<file path="config.mk">
export PLATFORM = sky130hd
export DESIGN_NAME = io_parameter_block
export DESIGN_NICKNAME = d
export VERILOG_FILES = /design/src/io_param_pkg.sv /design/src/io_parameter_block.sv /design/src/universal_input_decode.sv /design/src/analog_input_decode.sv
export SDC_FILE = /design/constraint.sdc
export NUM_CORES = 1
export LEC_CHECK = 0
export BUFFER_PORTS_ARGS = -buffer_cell sky130_fd_sc_hd__buf_4
export CAP_MARGIN = 20
export CORE_AREA = 10 10 165 167
export DETAILED_ROUTE_END_ITERATION = 10
export DIE_AREA = 0 0 175 177
export MAX_ROUTING_LAYER = met4
export PLACE_DENSITY = 0.84
export SETUP_SLACK_MARGIN = 0.15
export SLEW_MARGIN = 20
export SYNTH_ARGS = -nofsm -noshare
export SYNTH_HDL_FRONTEND = slang
export SYNTH_HIERARCHICAL = 1
export SYNTH_SLANG_ARGS = --single-unit
</file>
<file path="constraint.sdc">
create_clock -name SYS_CLK -period 11.8 [get_ports SYS_CLK]
set_clock_uncertainty 0.2 [all_clocks]
set_input_delay 1.77 -clock SYS_CLK [delete_from_list [all_inputs] [get_ports SYS_CLK]]
set_output_delay 1.77 -clock SYS_CLK [all_outputs]
set_load 0.02 [all_outputs]
</file>
<file path="src/io_param_pkg.sv">
// constants for the analog and universal input parameter block
package io_param_pkg;
	// register indices (byte addresses = 4 * index)
	localparam logic [7:0] IDX_CHANNEL_DIAG = 8'h00;
	localparam logic [7:0] IDX_WIREBREAK_DIAG = 8'h01;
	localparam logic [7:0] IDX_RESERVED = 8'h02;
	localparam logic [7:0] IDX_MODULE_DIAG = 8'h03;
	// parameter set 1 sits above parameter set 0 (own placement)
	localparam logic [7:0] SET1_BASE = 8'h10;
	localparam logic [7:0] IDX_UNIVERSAL1 = 8'h00;
	localparam logic [7:0] IDX_CYCLE_TIME = 8'h04;
	localparam logic [7:0] IDX_ANALOG1 = 8'h05;
	localparam logic [7:0] IDX_ANALOG4_RANGE = 8'h09;
	// measurement results, read only (own placement)
	localparam logic [7:0] IDX_FREQ_RESULT = 8'h20;
	localparam logic [7:0] IDX_PERIOD_RESULT = 8'h21;
	localparam logic [7:0] IDX_STATUS = 8'h22;
	localparam int ADDR_W = 10;
	// universal input fields
	localparam int USE_LSB = 0;
	localparam int PALARM_BIT = 3;
	localparam int EDGE_BIT = 4;
	localparam int DIR_BIT = 5;
	localparam int GATE_LSB = 6;
	localparam logic [2:0] USE_PLAIN = 3'h0;
	localparam logic [2:0] USE_ALARM = 3'h1;
	localparam logic [2:0] USE_COUNTER = 3'h2;
	localparam logic [2:0] USE_FREQ = 3'h3;
	localparam logic [2:0] USE_PERIOD = 3'h4;
	// analog input fields
	localparam int AI_TYPE_LSB = 0;
	localparam int AI_CEA_BIT = 2;
	localparam int AI_RANGE_LSB = 4;
	localparam logic [1:0] AI_TYPE_OFF = 2'h0;
	localparam logic [1:0] AI_TYPE_VOLT = 2'h1;
	localparam logic [1:0] AI_TYPE_CURR = 2'h2;
	localparam logic [3:0] RANGE_LIVE_ZERO = 4'h3;
	localparam logic [3:0] RANGE_BIPOLAR_CURR = 4'h4;
	localparam logic [3:0] RANGE_BIPOLAR_VOLT = 4'h9;
	localparam logic [7:0] ANALOG_RESET = 8'h91;
	localparam logic [7:0] ZERO_RESET = 8'h00;
	// cycle time codes
	localparam logic [7:0] CYC_16MS = 8'h00;
	localparam logic [7:0] CYC_CONTINUOUS = 8'h01;
	localparam logic [7:0] CYC_STEP_BASE = 8'h06;
	localparam int CYC_16MS_US = 16000;
	localparam int CYC_CONT_US = 2500;
	localparam int CYC_BASE_US = 3000;
	localparam int CYC_STEP_US = 500;
	// timing
	localparam int CLK_HZ = 100_000_000;
	localparam int TICK_NS = 500;
	localparam int TICK_CYCLES = TICK_NS * (CLK_HZ / 1_000_000) / 1000;
	localparam int GATE_0_MS = 100;
	localparam int GATE_1_MS = 1000;
	localparam int GATE_2_MS = 10000;
	localparam int GATE_0_CYCLES = GATE_0_MS * (CLK_HZ / 1000);
	localparam int GATE_1_CYCLES = GATE_1_MS * (CLK_HZ / 1000);
	localparam int GATE_2_CYCLES = GATE_2_MS * (CLK_HZ / 1000);
	localparam int FREQ_W = 24;
	localparam int PERIOD_W = 24;
	typedef enum logic [1:0] {MEAS_IDLE, MEAS_ARMED, MEAS_RUN} meas_state_t;
endpackage : io_param_pkg

</file>
<file path="src/io_parameter_block.sv">
// parameter store, decode and frequency/period measurement for the io block
// Overview of operation
// - set 0 byte 0 enables channel diagnostics, byte 3 module alarm; reset 0.
// - wire-break enable per analog input, effective only in live-zero current range.
// - universal inputs one and two use: plain, alarm or counter; default plain.
// - universal input three also accepts frequency metering and period counting.
// - process alarm bit; forced on in alarm use, optional in counter use.
// - edge bit selects rising or falling, unused in plain digital use.
// - input three edge applies only in alarm or counter use.
// - direction bit selects up or down, only in counter use.
// - input three gate time codes 0.1 s, 1 s, 10 s in frequency use.
// - input four plain or alarm only; alarm forced off or on accordingly.
// - cycle time code 0 is 16 ms, 1 continuous, 6 upward 3 ms plus steps.
// - analog byte holds type (default voltage) and range (default bipolar voltage).
// - cycle-end alarm enable honoured only when cycle time is not continuous.
// - the four cycle-end alarm enables are ORed into one.
// - frequency use counts rising edges per gate and restarts at once.
// - period use counts 0.5 us ticks between rising edges; all ones is overflow.
// - frequency result reads all ones until the first gate period completes.
`timescale 1ns/100ps
module io_parameter_block #(
	parameter int GATE_0_CYCLES = io_param_pkg::GATE_0_CYCLES,
	parameter int GATE_1_CYCLES = io_param_pkg::GATE_1_CYCLES,
	parameter int GATE_2_CYCLES = io_param_pkg::GATE_2_CYCLES
) (
	// clock and reset
	input wire logic SYS_CLK,
	input wire logic RESETN,
	// register port
	input wire logic [io_param_pkg::ADDR_W-1:0] ADDR,
	input wire logic [31:0] WDATA,
	input wire logic WR,
	input wire logic RD,
	output logic [31:0] RDATA,
	// universal input three pin
	input wire logic UNIVERSAL_INPUT_THREE,
	// decoded universal input controls, three-bit use code and one bit of each other control per input
	output logic [11:0] UI_USE,
	output logic [3:0] UI_ALARM_EN,
	output logic [3:0] UI_EDGE_FALLING,
	output logic [3:0] UI_COUNT_DOWN,
	// decoded analog controls
	output logic [3:0] AI_ACTIVE,
	output logic [3:0] AI_DIAG_EN,
	output logic [3:0] AI_WIREBREAK_EN,
	output logic AO_DIAG_EN,
	output logic MODULE_DIAG_ALARM_EN,
	output logic CYCLE_END_ALARM_EN,
	output logic CONTINUOUS_CONVERSION,
	output logic [15:0] CYCLE_TIME_US,
	// measurement results
	output logic [23:0] FREQ_COUNT,
	output logic FREQ_VALID,
	output logic [23:0] PERIOD_COUNT
);
	logic [7:0] channel_diag_enables;
	logic [7:0] wirebreak_diag_enables;
	logic [7:0] module_diag_alarm_enable;
	logic [7:0] universal_cfg [4];
	logic [7:0] analog_cycle_time;
	logic [7:0] analog_cfg [4];
	logic [7:0] analog_input4_range;
	logic [7:0] idx;
	logic [3:0] cea;
	logic [1:0] gate_code;
	logic [2:0] use_three;
	logic [31:0] next_rdata;
	logic meas_freq;
	logic meas_period;
	logic [2:0] pin_sync;
	logic rise;
	logic [31:0] gate_cnt;
	logic [31:0] gate_len;
	logic [23:0] edge_cnt;
	logic [$clog2(io_param_pkg::TICK_CYCLES+1)-1:0] tick_cnt;
	logic [23:0] period_cnt;
	io_param_pkg::meas_state_t period_state;
	logic [3:0] range_sel [4];

	assign idx = ADDR[io_param_pkg::ADDR_W-1:2];

	// parameter set 0 writes
	always_ff @(posedge SYS_CLK) begin
		if (!RESETN) begin
			channel_diag_enables <= io_param_pkg::ZERO_RESET;
			wirebreak_diag_enables <= io_param_pkg::ZERO_RESET;
			module_diag_alarm_enable <= io_param_pkg::ZERO_RESET;
		end else if (WR) begin
			if (idx == io_param_pkg::IDX_CHANNEL_DIAG)
				channel_diag_enables <= {3'h0, WDATA[4:0]};
			if (idx == io_param_pkg::IDX_WIREBREAK_DIAG)
				wirebreak_diag_enables <= {4'h0, WDATA[3:0]};
			if (idx == io_param_pkg::IDX_MODULE_DIAG)
				module_diag_alarm_enable <= {7'h00, WDATA[0]};
		end
	end

	// parameter set 1 writes
	always_ff @(posedge SYS_CLK) begin
		if (!RESETN) begin
			for (int i = 0; i < 4; i++) begin
				universal_cfg[i] <= io_param_pkg::ZERO_RESET;
				analog_cfg[i] <= io_param_pkg::ANALOG_RESET;
			end
			analog_cycle_time <= io_param_pkg::CYC_16MS;
			analog_input4_range <= io_param_pkg::ANALOG_RESET;
		end else if (WR) begin
			for (int i = 0; i < 4; i++) begin
				if (idx == io_param_pkg::SET1_BASE + io_param_pkg::IDX_UNIVERSAL1 + 8'(i))
					universal_cfg[i] <= WDATA[7:0];
				if (idx == io_param_pkg::SET1_BASE + io_param_pkg::IDX_ANALOG1 + 8'(i))
					analog_cfg[i] <= WDATA[7:0];
			end
			if (idx == io_param_pkg::SET1_BASE + io_param_pkg::IDX_CYCLE_TIME)
				analog_cycle_time <= WDATA[7:0];
			if (idx == io_param_pkg::SET1_BASE + io_param_pkg::IDX_ANALOG4_RANGE)
				analog_input4_range <= WDATA[7:0];
		end
	end

	// readback
	always_comb begin
		next_rdata = 32'h0000_0000;
		for (int i = 0; i < 4; i++) begin
			if (idx == io_param_pkg::SET1_BASE + io_param_pkg::IDX_UNIVERSAL1 + 8'(i))
				next_rdata = {24'h00_0000, universal_cfg[i]};
			if (idx == io_param_pkg::SET1_BASE + io_param_pkg::IDX_ANALOG1 + 8'(i))
				next_rdata = {24'h00_0000, analog_cfg[i]};
		end
		case (idx)
			io_param_pkg::IDX_CHANNEL_DIAG: next_rdata = {24'h00_0000, channel_diag_enables};
			io_param_pkg::IDX_WIREBREAK_DIAG: next_rdata = {24'h00_0000, wirebreak_diag_enables};
			io_param_pkg::IDX_RESERVED: next_rdata = 32'h0000_0000;
			io_param_pkg::IDX_MODULE_DIAG: next_rdata = {24'h00_0000, module_diag_alarm_enable};
			io_param_pkg::SET1_BASE + io_param_pkg::IDX_CYCLE_TIME:
				next_rdata = {24'h00_0000, analog_cycle_time};
			io_param_pkg::SET1_BASE + io_param_pkg::IDX_ANALOG4_RANGE:
				next_rdata = {24'h00_0000, analog_input4_range};
			io_param_pkg::IDX_FREQ_RESULT: next_rdata = {8'h00, FREQ_COUNT};
			io_param_pkg::IDX_PERIOD_RESULT: next_rdata = {8'h00, PERIOD_COUNT};
			io_param_pkg::IDX_STATUS: next_rdata = {28'h000_0000, 1'b0, use_three == 3'h4,
				use_three == 3'h3, FREQ_VALID};
			default: ;
		endcase
	end

	always_ff @(posedge SYS_CLK) begin
		if (!RESETN)
			RDATA <= 32'h0000_0000;
		else if (RD)
			RDATA <= next_rdata;
		else
			RDATA <= 32'h0000_0000;
	end

	// universal input decoders
	genvar g;
	generate
		for (g = 0; g < 4; g++) begin : g_ui
			logic [1:0] gc;
			universal_input_decode #(
				.ALLOW_MEASURE(g == 2),
				.ALLOW_COUNTER(g != 3)
			) u_dec (
				.cfg(universal_cfg[g]),
				.use_mode(UI_USE[3*g +: 3]),
				.alarm_en(UI_ALARM_EN[g]),
				.edge_falling(UI_EDGE_FALLING[g]),
				.count_down(UI_COUNT_DOWN[g]),
				.gate_code(gc)
			);
		end
	endgenerate
	assign gate_code = g_ui[2].gc;
	assign use_three = UI_USE[8:6];

	// analog decoders; fourth range lives in its own byte
	assign CONTINUOUS_CONVERSION = (analog_cycle_time == io_param_pkg::CYC_CONTINUOUS);
	generate
		for (g = 0; g < 4; g++) begin : g_ai
			assign range_sel[g] = (g == 3) ? analog_input4_range[io_param_pkg::AI_RANGE_LSB +: 4]
				: analog_cfg[g][io_param_pkg::AI_RANGE_LSB +: 4];
			analog_input_decode u_dec (
				.meas_type(analog_cfg[g][io_param_pkg::AI_TYPE_LSB +: 2]),
				.cea_bit(analog_cfg[g][io_param_pkg::AI_CEA_BIT]),
				.range(range_sel[g]),
				.wirebreak_bit(wirebreak_diag_enables[g]),
				.diag_bit(channel_diag_enables[g]),
				.continuous(CONTINUOUS_CONVERSION),
				.active(AI_ACTIVE[g]),
				.diag_en(AI_DIAG_EN[g]),
				.wirebreak_en(AI_WIREBREAK_EN[g]),
				.cycle_end_en(cea[g])
			);
		end
	endgenerate
	assign CYCLE_END_ALARM_EN = |cea;
	assign AO_DIAG_EN = channel_diag_enables[4];
	assign MODULE_DIAG_ALARM_EN = module_diag_alarm_enable[0];

	// cycle time in microseconds
	always_comb begin
		if (analog_cycle_time == io_param_pkg::CYC_16MS)
			CYCLE_TIME_US = 16'(io_param_pkg::CYC_16MS_US);
		else if (analog_cycle_time == io_param_pkg::CYC_CONTINUOUS)
			CYCLE_TIME_US = 16'(io_param_pkg::CYC_CONT_US);
		else if (analog_cycle_time >= io_param_pkg::CYC_STEP_BASE)
			CYCLE_TIME_US = 16'(io_param_pkg::CYC_BASE_US) + 16'(io_param_pkg::CYC_STEP_US)
				* 16'(analog_cycle_time - io_param_pkg::CYC_STEP_BASE);
		else
			CYCLE_TIME_US = 16'(io_param_pkg::CYC_16MS_US);
	end

	// input pin synchroniser and rising edge
	always_ff @(posedge SYS_CLK) begin
		if (!RESETN)
			pin_sync <= 3'h0;
		else
			pin_sync <= {pin_sync[1:0], UNIVERSAL_INPUT_THREE};
	end
	assign rise = pin_sync[1] && !pin_sync[2];
	assign meas_freq = (use_three == io_param_pkg::USE_FREQ);
	assign meas_period = (use_three == io_param_pkg::USE_PERIOD);

	// frequency meter
	always_comb begin
		case (gate_code)
			2'h0: gate_len = 32'(GATE_0_CYCLES);
			2'h1: gate_len = 32'(GATE_1_CYCLES);
			default: gate_len = 32'(GATE_2_CYCLES);
		endcase
	end

	always_ff @(posedge SYS_CLK) begin
		if (!RESETN || !meas_freq) begin
			gate_cnt <= 32'h0000_0000;
			edge_cnt <= 24'h00_0000;
			FREQ_COUNT <= 24'hFF_FFFF;
			FREQ_VALID <= 1'b0;
		end else if (gate_cnt >= gate_len - 32'h0000_0001) begin
			gate_cnt <= 32'h0000_0000;
			FREQ_COUNT <= edge_cnt + {23'h00_0000, rise};
			FREQ_VALID <= 1'b1;
			edge_cnt <= 24'h00_0000;
		end else begin
			gate_cnt <= gate_cnt + 32'h0000_0001;
			if (rise && edge_cnt != 24'hFF_FFFF)
				edge_cnt <= edge_cnt + 24'h00_0001;
		end
	end

	// period counter
	always_ff @(posedge SYS_CLK) begin
		if (!RESETN || !meas_period) begin
			period_state <= io_param_pkg::MEAS_IDLE;
			tick_cnt <= '0;
			period_cnt <= 24'h00_0000;
			PERIOD_COUNT <= 24'h00_0000;
		end else begin
			case (period_state)
				io_param_pkg::MEAS_IDLE: period_state <= io_param_pkg::MEAS_ARMED;
				io_param_pkg::MEAS_ARMED: begin
					if (rise) begin
						period_state <= io_param_pkg::MEAS_RUN;
						tick_cnt <= '0;
						period_cnt <= 24'h00_0000;
					end
				end
				io_param_pkg::MEAS_RUN: begin
					if (rise) begin
						// the rise cycle closes the last tick of the period
						if (tick_cnt == $bits(tick_cnt)'(io_param_pkg::TICK_CYCLES - 1)
							&& period_cnt != 24'hFF_FFFF)
							PERIOD_COUNT <= period_cnt + 24'h00_0001;
						else
							PERIOD_COUNT <= period_cnt;
						period_cnt <= 24'h00_0000;
						tick_cnt <= '0;
					end else if (tick_cnt == $bits(tick_cnt)'(io_param_pkg::TICK_CYCLES - 1)) begin
						tick_cnt <= '0;
						if (period_cnt != 24'hFF_FFFF)
							period_cnt <= period_cnt + 24'h00_0001;
						else
							PERIOD_COUNT <= 24'hFF_FFFF;
					end else begin
						tick_cnt <= tick_cnt + 1'b1;
					end
				end
				default: period_state <= io_param_pkg::MEAS_IDLE;
			endcase
		end
	end
endmodule : io_parameter_block

</file>
<file path="src/universal_input_decode.sv">
// decode of one universal input configuration byte
`timescale 1ns/100ps
module universal_input_decode #(
	parameter bit ALLOW_MEASURE = 1'b0,
	parameter bit ALLOW_COUNTER = 1'b1
) (
	// configuration
	input wire logic [7:0] cfg,
	// decoded controls
	output logic [2:0] use_mode,
	output logic alarm_en,
	output logic edge_falling,
	output logic count_down,
	output logic [1:0] gate_code
);
	logic [2:0] raw;
	logic legal;
	always_comb begin
		raw = cfg[io_param_pkg::USE_LSB +: 3];
		legal = (raw == io_param_pkg::USE_PLAIN) || (raw == io_param_pkg::USE_ALARM)
			|| (ALLOW_COUNTER && raw == io_param_pkg::USE_COUNTER)
			|| (ALLOW_MEASURE && (raw == io_param_pkg::USE_FREQ
			|| raw == io_param_pkg::USE_PERIOD));
		use_mode = legal ? raw : io_param_pkg::USE_PLAIN;
		case (use_mode)
			io_param_pkg::USE_ALARM: alarm_en = 1'b1;
			io_param_pkg::USE_COUNTER: alarm_en = cfg[io_param_pkg::PALARM_BIT];
			default: alarm_en = 1'b0;
		endcase
		edge_falling = cfg[io_param_pkg::EDGE_BIT] && ((use_mode == io_param_pkg::USE_ALARM)
			|| (use_mode == io_param_pkg::USE_COUNTER));
		count_down = cfg[io_param_pkg::DIR_BIT] && (use_mode == io_param_pkg::USE_COUNTER);
		gate_code = (ALLOW_MEASURE && use_mode == io_param_pkg::USE_FREQ)
			? cfg[io_param_pkg::GATE_LSB +: 2] : 2'h0;
	end
endmodule : universal_input_decode

</file>
<file path="src/analog_input_decode.sv">
// decode of one analog input configuration
`timescale 1ns/100ps
module analog_input_decode (
	// configuration
	input wire logic [1:0] meas_type,
	input wire logic cea_bit,
	input wire logic [3:0] range,
	input wire logic wirebreak_bit,
	input wire logic diag_bit,
	input wire logic continuous,
	// decoded controls
	output logic active,
	output logic diag_en,
	output logic wirebreak_en,
	output logic cycle_end_en
);
	always_comb begin
		active = (meas_type == io_param_pkg::AI_TYPE_VOLT)
			|| (meas_type == io_param_pkg::AI_TYPE_CURR);
		diag_en = diag_bit && active;
		wirebreak_en = wirebreak_bit && active && (meas_type == io_param_pkg::AI_TYPE_CURR)
			&& (range == io_param_pkg::RANGE_LIVE_ZERO);
		cycle_end_en = cea_bit && active && !continuous;
	end
endmodule : analog_input_decode

</file>
# == After elaboration in Yosys (flattened, before gate mapping) ==
# Memory sizes are Yosys's and may differ from the RTL's.
# Cells that the tools add are included.
# totals
regBits,198
ramBits,64
in_bits,47
out_inout_bits,137
wordCells,254
memories,2
# op_classes
add_sub_neg,8
mul,1
order_cmp,2
eq_ne,58
mux,78
bitwise_logic,9
reduce_logical,81
# memory_table
name,words,width,read_ports,rd_ports_with_merged_regs,wr,line_no,rtl
analog_cfg,4,8,4,0,4,io_parameter_block.sv:61,logic [7:0] analog_cfg [4];
universal_cfg,4,8,4,0,4,io_parameter_block.sv:59,logic [7:0] universal_cfg [4];
# ops
op,count
one-hot mux 32 bit (9 select lines),1
2-to-1 mux 32 bit,7
2-to-1 mux 24 bit,8
"== test 8 x 5 -> 1 bit, second input constant",10
2-to-1 mux 8 bit,9
one-hot mux 30 bit (2 select lines),1
"adder 24 x 1 -> 24 bit, second input constant",2
2-to-1 mux 16 bit,3
"!= test 24 bit, second input constant",2
one-hot mux 24 bit (2 select lines),1
logical AND 1 bit,35
2-to-1 mux 1 bit,33
"adder 32 x 1 -> 32 bit, second input constant",1
>= comparator 32 bit,1
"subtractor 32 x 1 -> 32 bit, second input constant",1
"== test 3 x 2 -> 1 bit, second input constant",9
adder 24 x 1 -> 24 bit,1
"== test 3 x 1 -> 1 bit, second input constant",8
"== test 8 x 6 -> 1 bit, second input constant",3
logical OR 1 bit,19
2-to-1 mux 6 bit,3
"adder 12 x 16 -> 16 bit, first input constant",1
"== test 4 x 2 -> 1 bit, second input constant",4
"== test 8 x 1 -> 1 bit, second input constant",2
other kinds (28),72

# == Longest topological paths before layout ==
# An unclocked memory read counts as a cell.
# depth
depth_word,13
depth_mapped,21
depth_no_buf,20

# == Modules after synthesis ==
# The synthesis kept the hierarchy.
# modules_own_cells
mod,n_inst,cells_each,area_per_inst_um2,seq_area_each_um2
io_parameter_block,1,1617,14221.1,5725.5
analog_input_decode,4,8,72.6,0.0
universal_input_decode (g_ui[0].u_dec ...),2,13,97.6,0.0
universal_input_decode (g_ui[2].u_dec),1,11,90.1,0.0
universal_input_decode (g_ui[3].u_dec),1,9,68.8,0.0

# == Least setup slack after synthesis ==
# Ideal clock, no wire load.
# synth_path
path_kind,reg2out
startpoint,register analog_cycle_time[5]
endpoint,output port CYCLE_TIME_US[15]
arrival_ns,5.351
required_ns,9.830
slack_ns,4.479
path_stages_with_launch,21
n_path_buf,1
cell_sequence,dfxtp_1 > buf_2 > or4_1 > nor2_1 > nand2_1 > inv_1 > ha_1 > inv_1 > fa_1 > inv_1 > fa_1 > inv_1 > fa_1 > inv_1 > ha_1 > or4_1 > o22ai_1 > o21ai_0 > xnor2_1 > or4_1 > a21oi_1
# synth_between
elab_chain_len,6
word_cells_on_any_way,9
classes_between,add/sub: 2; mul: 1; order compare: 1; eq/ne: 1; mux: 3; reduce/logical: 1
# synth_rtl
element,line_no,rtl
from (decl),io_parameter_block.sv:60,logic [7:0] analog_cycle_time;
from (signal assigned),io_parameter_block.sv:105,analog_cycle_time <= io_param_pkg::CYC_16MS;
from (signal assigned),io_parameter_block.sv:115,analog_cycle_time <= WDATA[7:0];
subtractor 8 x 3 -> 9 bit,io_parameter_block.sv:209,* 16'(analog_cycle_time - io_param_pkg::CYC_STEP_BASE);
multiplier 7 x 16 -> 14 bit,io_parameter_block.sv:209,
adder 12 x 16 -> 16 bit,io_parameter_block.sv:208,CYCLE_TIME_US = 16'(io_param_pkg::CYC_BASE_US) + 16'(io_param_pkg::CYC_STEP_US)
2-to-1 mux 16 bit,io_parameter_block.sv:207,else if (analog_cycle_time >= io_param_pkg::CYC_STEP_BASE)
2-to-1 mux 16 bit,io_parameter_block.sv:205,else if (analog_cycle_time == io_param_pkg::CYC_CONTINUOUS)
2-to-1 mux 16 bit (*),io_parameter_block.sv:203,if (analog_cycle_time == io_param_pkg::CYC_16MS)
to (decl),io_parameter_block.sv:50,"output logic [15:0] CYCLE_TIME_US,"
# Mark *: on every way between the ends. The rest lies on a longest branch, timed or not.

# == Worst setup path in the final report ==
# Same ends and word-level chain as after synthesis.

==> run summary <==
Fillers -> 1,864
Register area -> 5730 um2
Kind of start point of the critical path -> register
Cts hold-fix bufs -> 0
Worst-Margin Slew -> 1.04 ns
CTS Sinks -> 254
Status -> completed
Slew Limit Headroom -> 0.302
Post-DRT Antenna Nets -> 0
Kind of end point of the critical path -> output port
Max-slew violation total from the final report -> 0
RD Place Congestion -> 0.973
Layout Nets -> 1,932
1st-iter DRT viols -> 1,169
Post-layout power -> 1.84 mW
Clk buf depth -> 3
Die area -> 31,000 um2
Hpwl dp -> 29,000 um
Crit path max fanout -> 7
Post-Route WL -> 39,900 um
Final setup viols -> 0
Mapped Area -> 14,800 um2
CTS clock-pin slew for the worst setup and hold paths -> 0.06 ns
Remaining Overflow, GRT -> 0
# Post-CTS Setup Buffers -> 0
Global-route wire length before repair -> 63,700 um
CTS Buf Count -> 26
Input/output buffers -> 142
Routed length per instance -> 18.7 um
TritonRoute pass-1 iters -> 6
Post-CTS sizing -> 0
Overall Global Routing Usage -> 0.255
Worst EP arrival -> 6.22 ns
Total core area -> 24,000 um2
MaxCap Viol Count -> 0
Share of layout cells above drive strength 1 -> 0.127
Die X -> 175 um
Synth warn -> 6
Worst Reg-to-Reg Cells -> 13
Final hold vios -> 0
Chip Height -> 177 um
CP required -> 9.83 ns
Antenna violations before repair -> 0
RSZ-0062 raised after global routing -> false
Synthesis-to-layout area growth -> 13.7%
Critical path type -> register to output port
Pwr/cell area -> 109 nW/um2
Clk root buf -> clkbuf_16
Vias in the first global route -> 12,300
Via-per-instance ratio -> 5.95
Rows -> 57
Antenna diode count -> 0
Multi-input logic area -> 8440 um2
Worst Hold Depth -> 1
Max rail drop VDD -> 0.105 mV
Cells after synthesis -> 1,689
Final period utilization -> 0.694
Fin crit period -> 8.19 ns
Initial Util -> 0.618
# IOs -> 184
Worst hold path class -> register to register
Largest net degree at the start of global routing -> 56
CTS tree -> built
Htree depth -> 1
F_max -> 122 MHz
Syn_area_per_cell -> 8.77 um2
Total number of vias -> 12,700
P_leak -> 6.38 nW
Final hold slack -> 0.220 ns
# DRC -> 0
Clock Latency Late Sink -> 0.55 ns
Setup tns final -> 0 ns
## metrics by stage
step / util / setup WS, ns / cell area, um2 / instances
finish: 0.703 / 3.61 / 16900 / 2138
global route: 0.703 / 3.15 / 16900 / 2138
CTS: 0.703 / 3.56 / 16800 / 2138
detailed placement: 0.669 / 4.11 / 16000 / 2094
global placement: 0.669 / 4.28 / 16000 / 2094
floorplan: - / 4.48 / 14900 / 1702
## metal layers
metal	share of wire	wire, um	global-route usage	vias to the layer above
met5	0	0	-	-
met3	0.071	2840	0.0367	103
met1	0.41	16400	0.313	6050
li1	-	-	-	6066
met2	0.49	19400	0.422	496
met4	0.033	1310	0.0897	0
## report_power, final
part / internal, mW / switching (mW) / total [mW]
registers: 0.905 / 0.0114 / 0.916
clock network: 0.449 / 0.337 / 0.785
logic: 0.0496 / 0.0843 / 0.134
## critical path, stage by stage, from the launching register on
cell and delay [ns]:
dfxtp_1 0.38, or4_1 0.58, nor2_1 0.22, nand2_1 0.27
inv_1 0.32, ha_1 0.22, inv_1 0.06, fa_1 0.48
inv_1 0.06, fa_1 0.53, inv_1 0.05, fa_1 0.49
inv_1 0.04, ha_1 0.22, or4_1 0.52, o22ai_1 0.19
o21ai_0 0.16, xnor2_1 0.17, or4_1 0.41, a21oi_1 0.16
buf_4 0.16
## worst paths after layout
check / from / to / slack (ns)
setup / recovery: analog_cycle_time[5] / CYCLE_TIME_US[15] / 3.61
hold / removal: pin_sync[0] / pin_sync[1] / 0.22
setup reg to reg: universal_cfg[2][1] / gate_cnt[5] / 7.29
hold reg to reg: pin_sync[0] / pin_sync[1] / 0.22
## cells in the final DEF, fill, tap and decap left out, types with 6 or more instances in the layout
cell         n
a22oi_1     24
nand3_1     63
nand2b_1    15
xnor2_1     75
a21boi_0    23
edfxtp_1    64
fa_1        22
a211oi_1    32
o31ai_1     15
nor4_1       6
nor2b_1      6
or3_1       16
and2_1      69
nor2_1     189
mux2i_1     36
a222oi_1     6
inv_1       86
o21ai_0     70
dfxtp_1    190
xor2_1      51
nand2_1    189
clkbuf_1     6
ha_1        65
a21o_1       9
nor3b_1     16
buf_4      153
conb_1      17
nand4_1     22
clkbuf_8     7
and3_1      26
and4b_1      6
and4_1      11
a21oi_1     60
clkbuf_16   26
nor3_1      36
## layout make-up
cell class,instances,share of cell area
clock inverters,4,0.00200
repair buffers,153,0.0682
multi-input cells,1277,0.501
well taps,324,0.0241
clock buffers,40,0.0460
inverters,86,0.0192
flip-flops and latches,254,0.340
## state kept, by name (all words and copies together) (netlist names), 5 cells and up
| register | flops |
|---|---|
| tick_cnt | 6 |
| RDATA | 24 |
| FREQ_COUNT | 24 |
| analog_input4_range | 8 |
| universal_cfg | 32 |
| channel_diag_enables | 5 |
| PERIOD_COUNT | 24 |
| edge_cnt | 24 |
| analog_cycle_time | 8 |
| analog_cfg | 32 |
| gate_cnt | 32 |
| period_cnt | 24 |
Note: power is estimated with default switching activity, not from simulation.
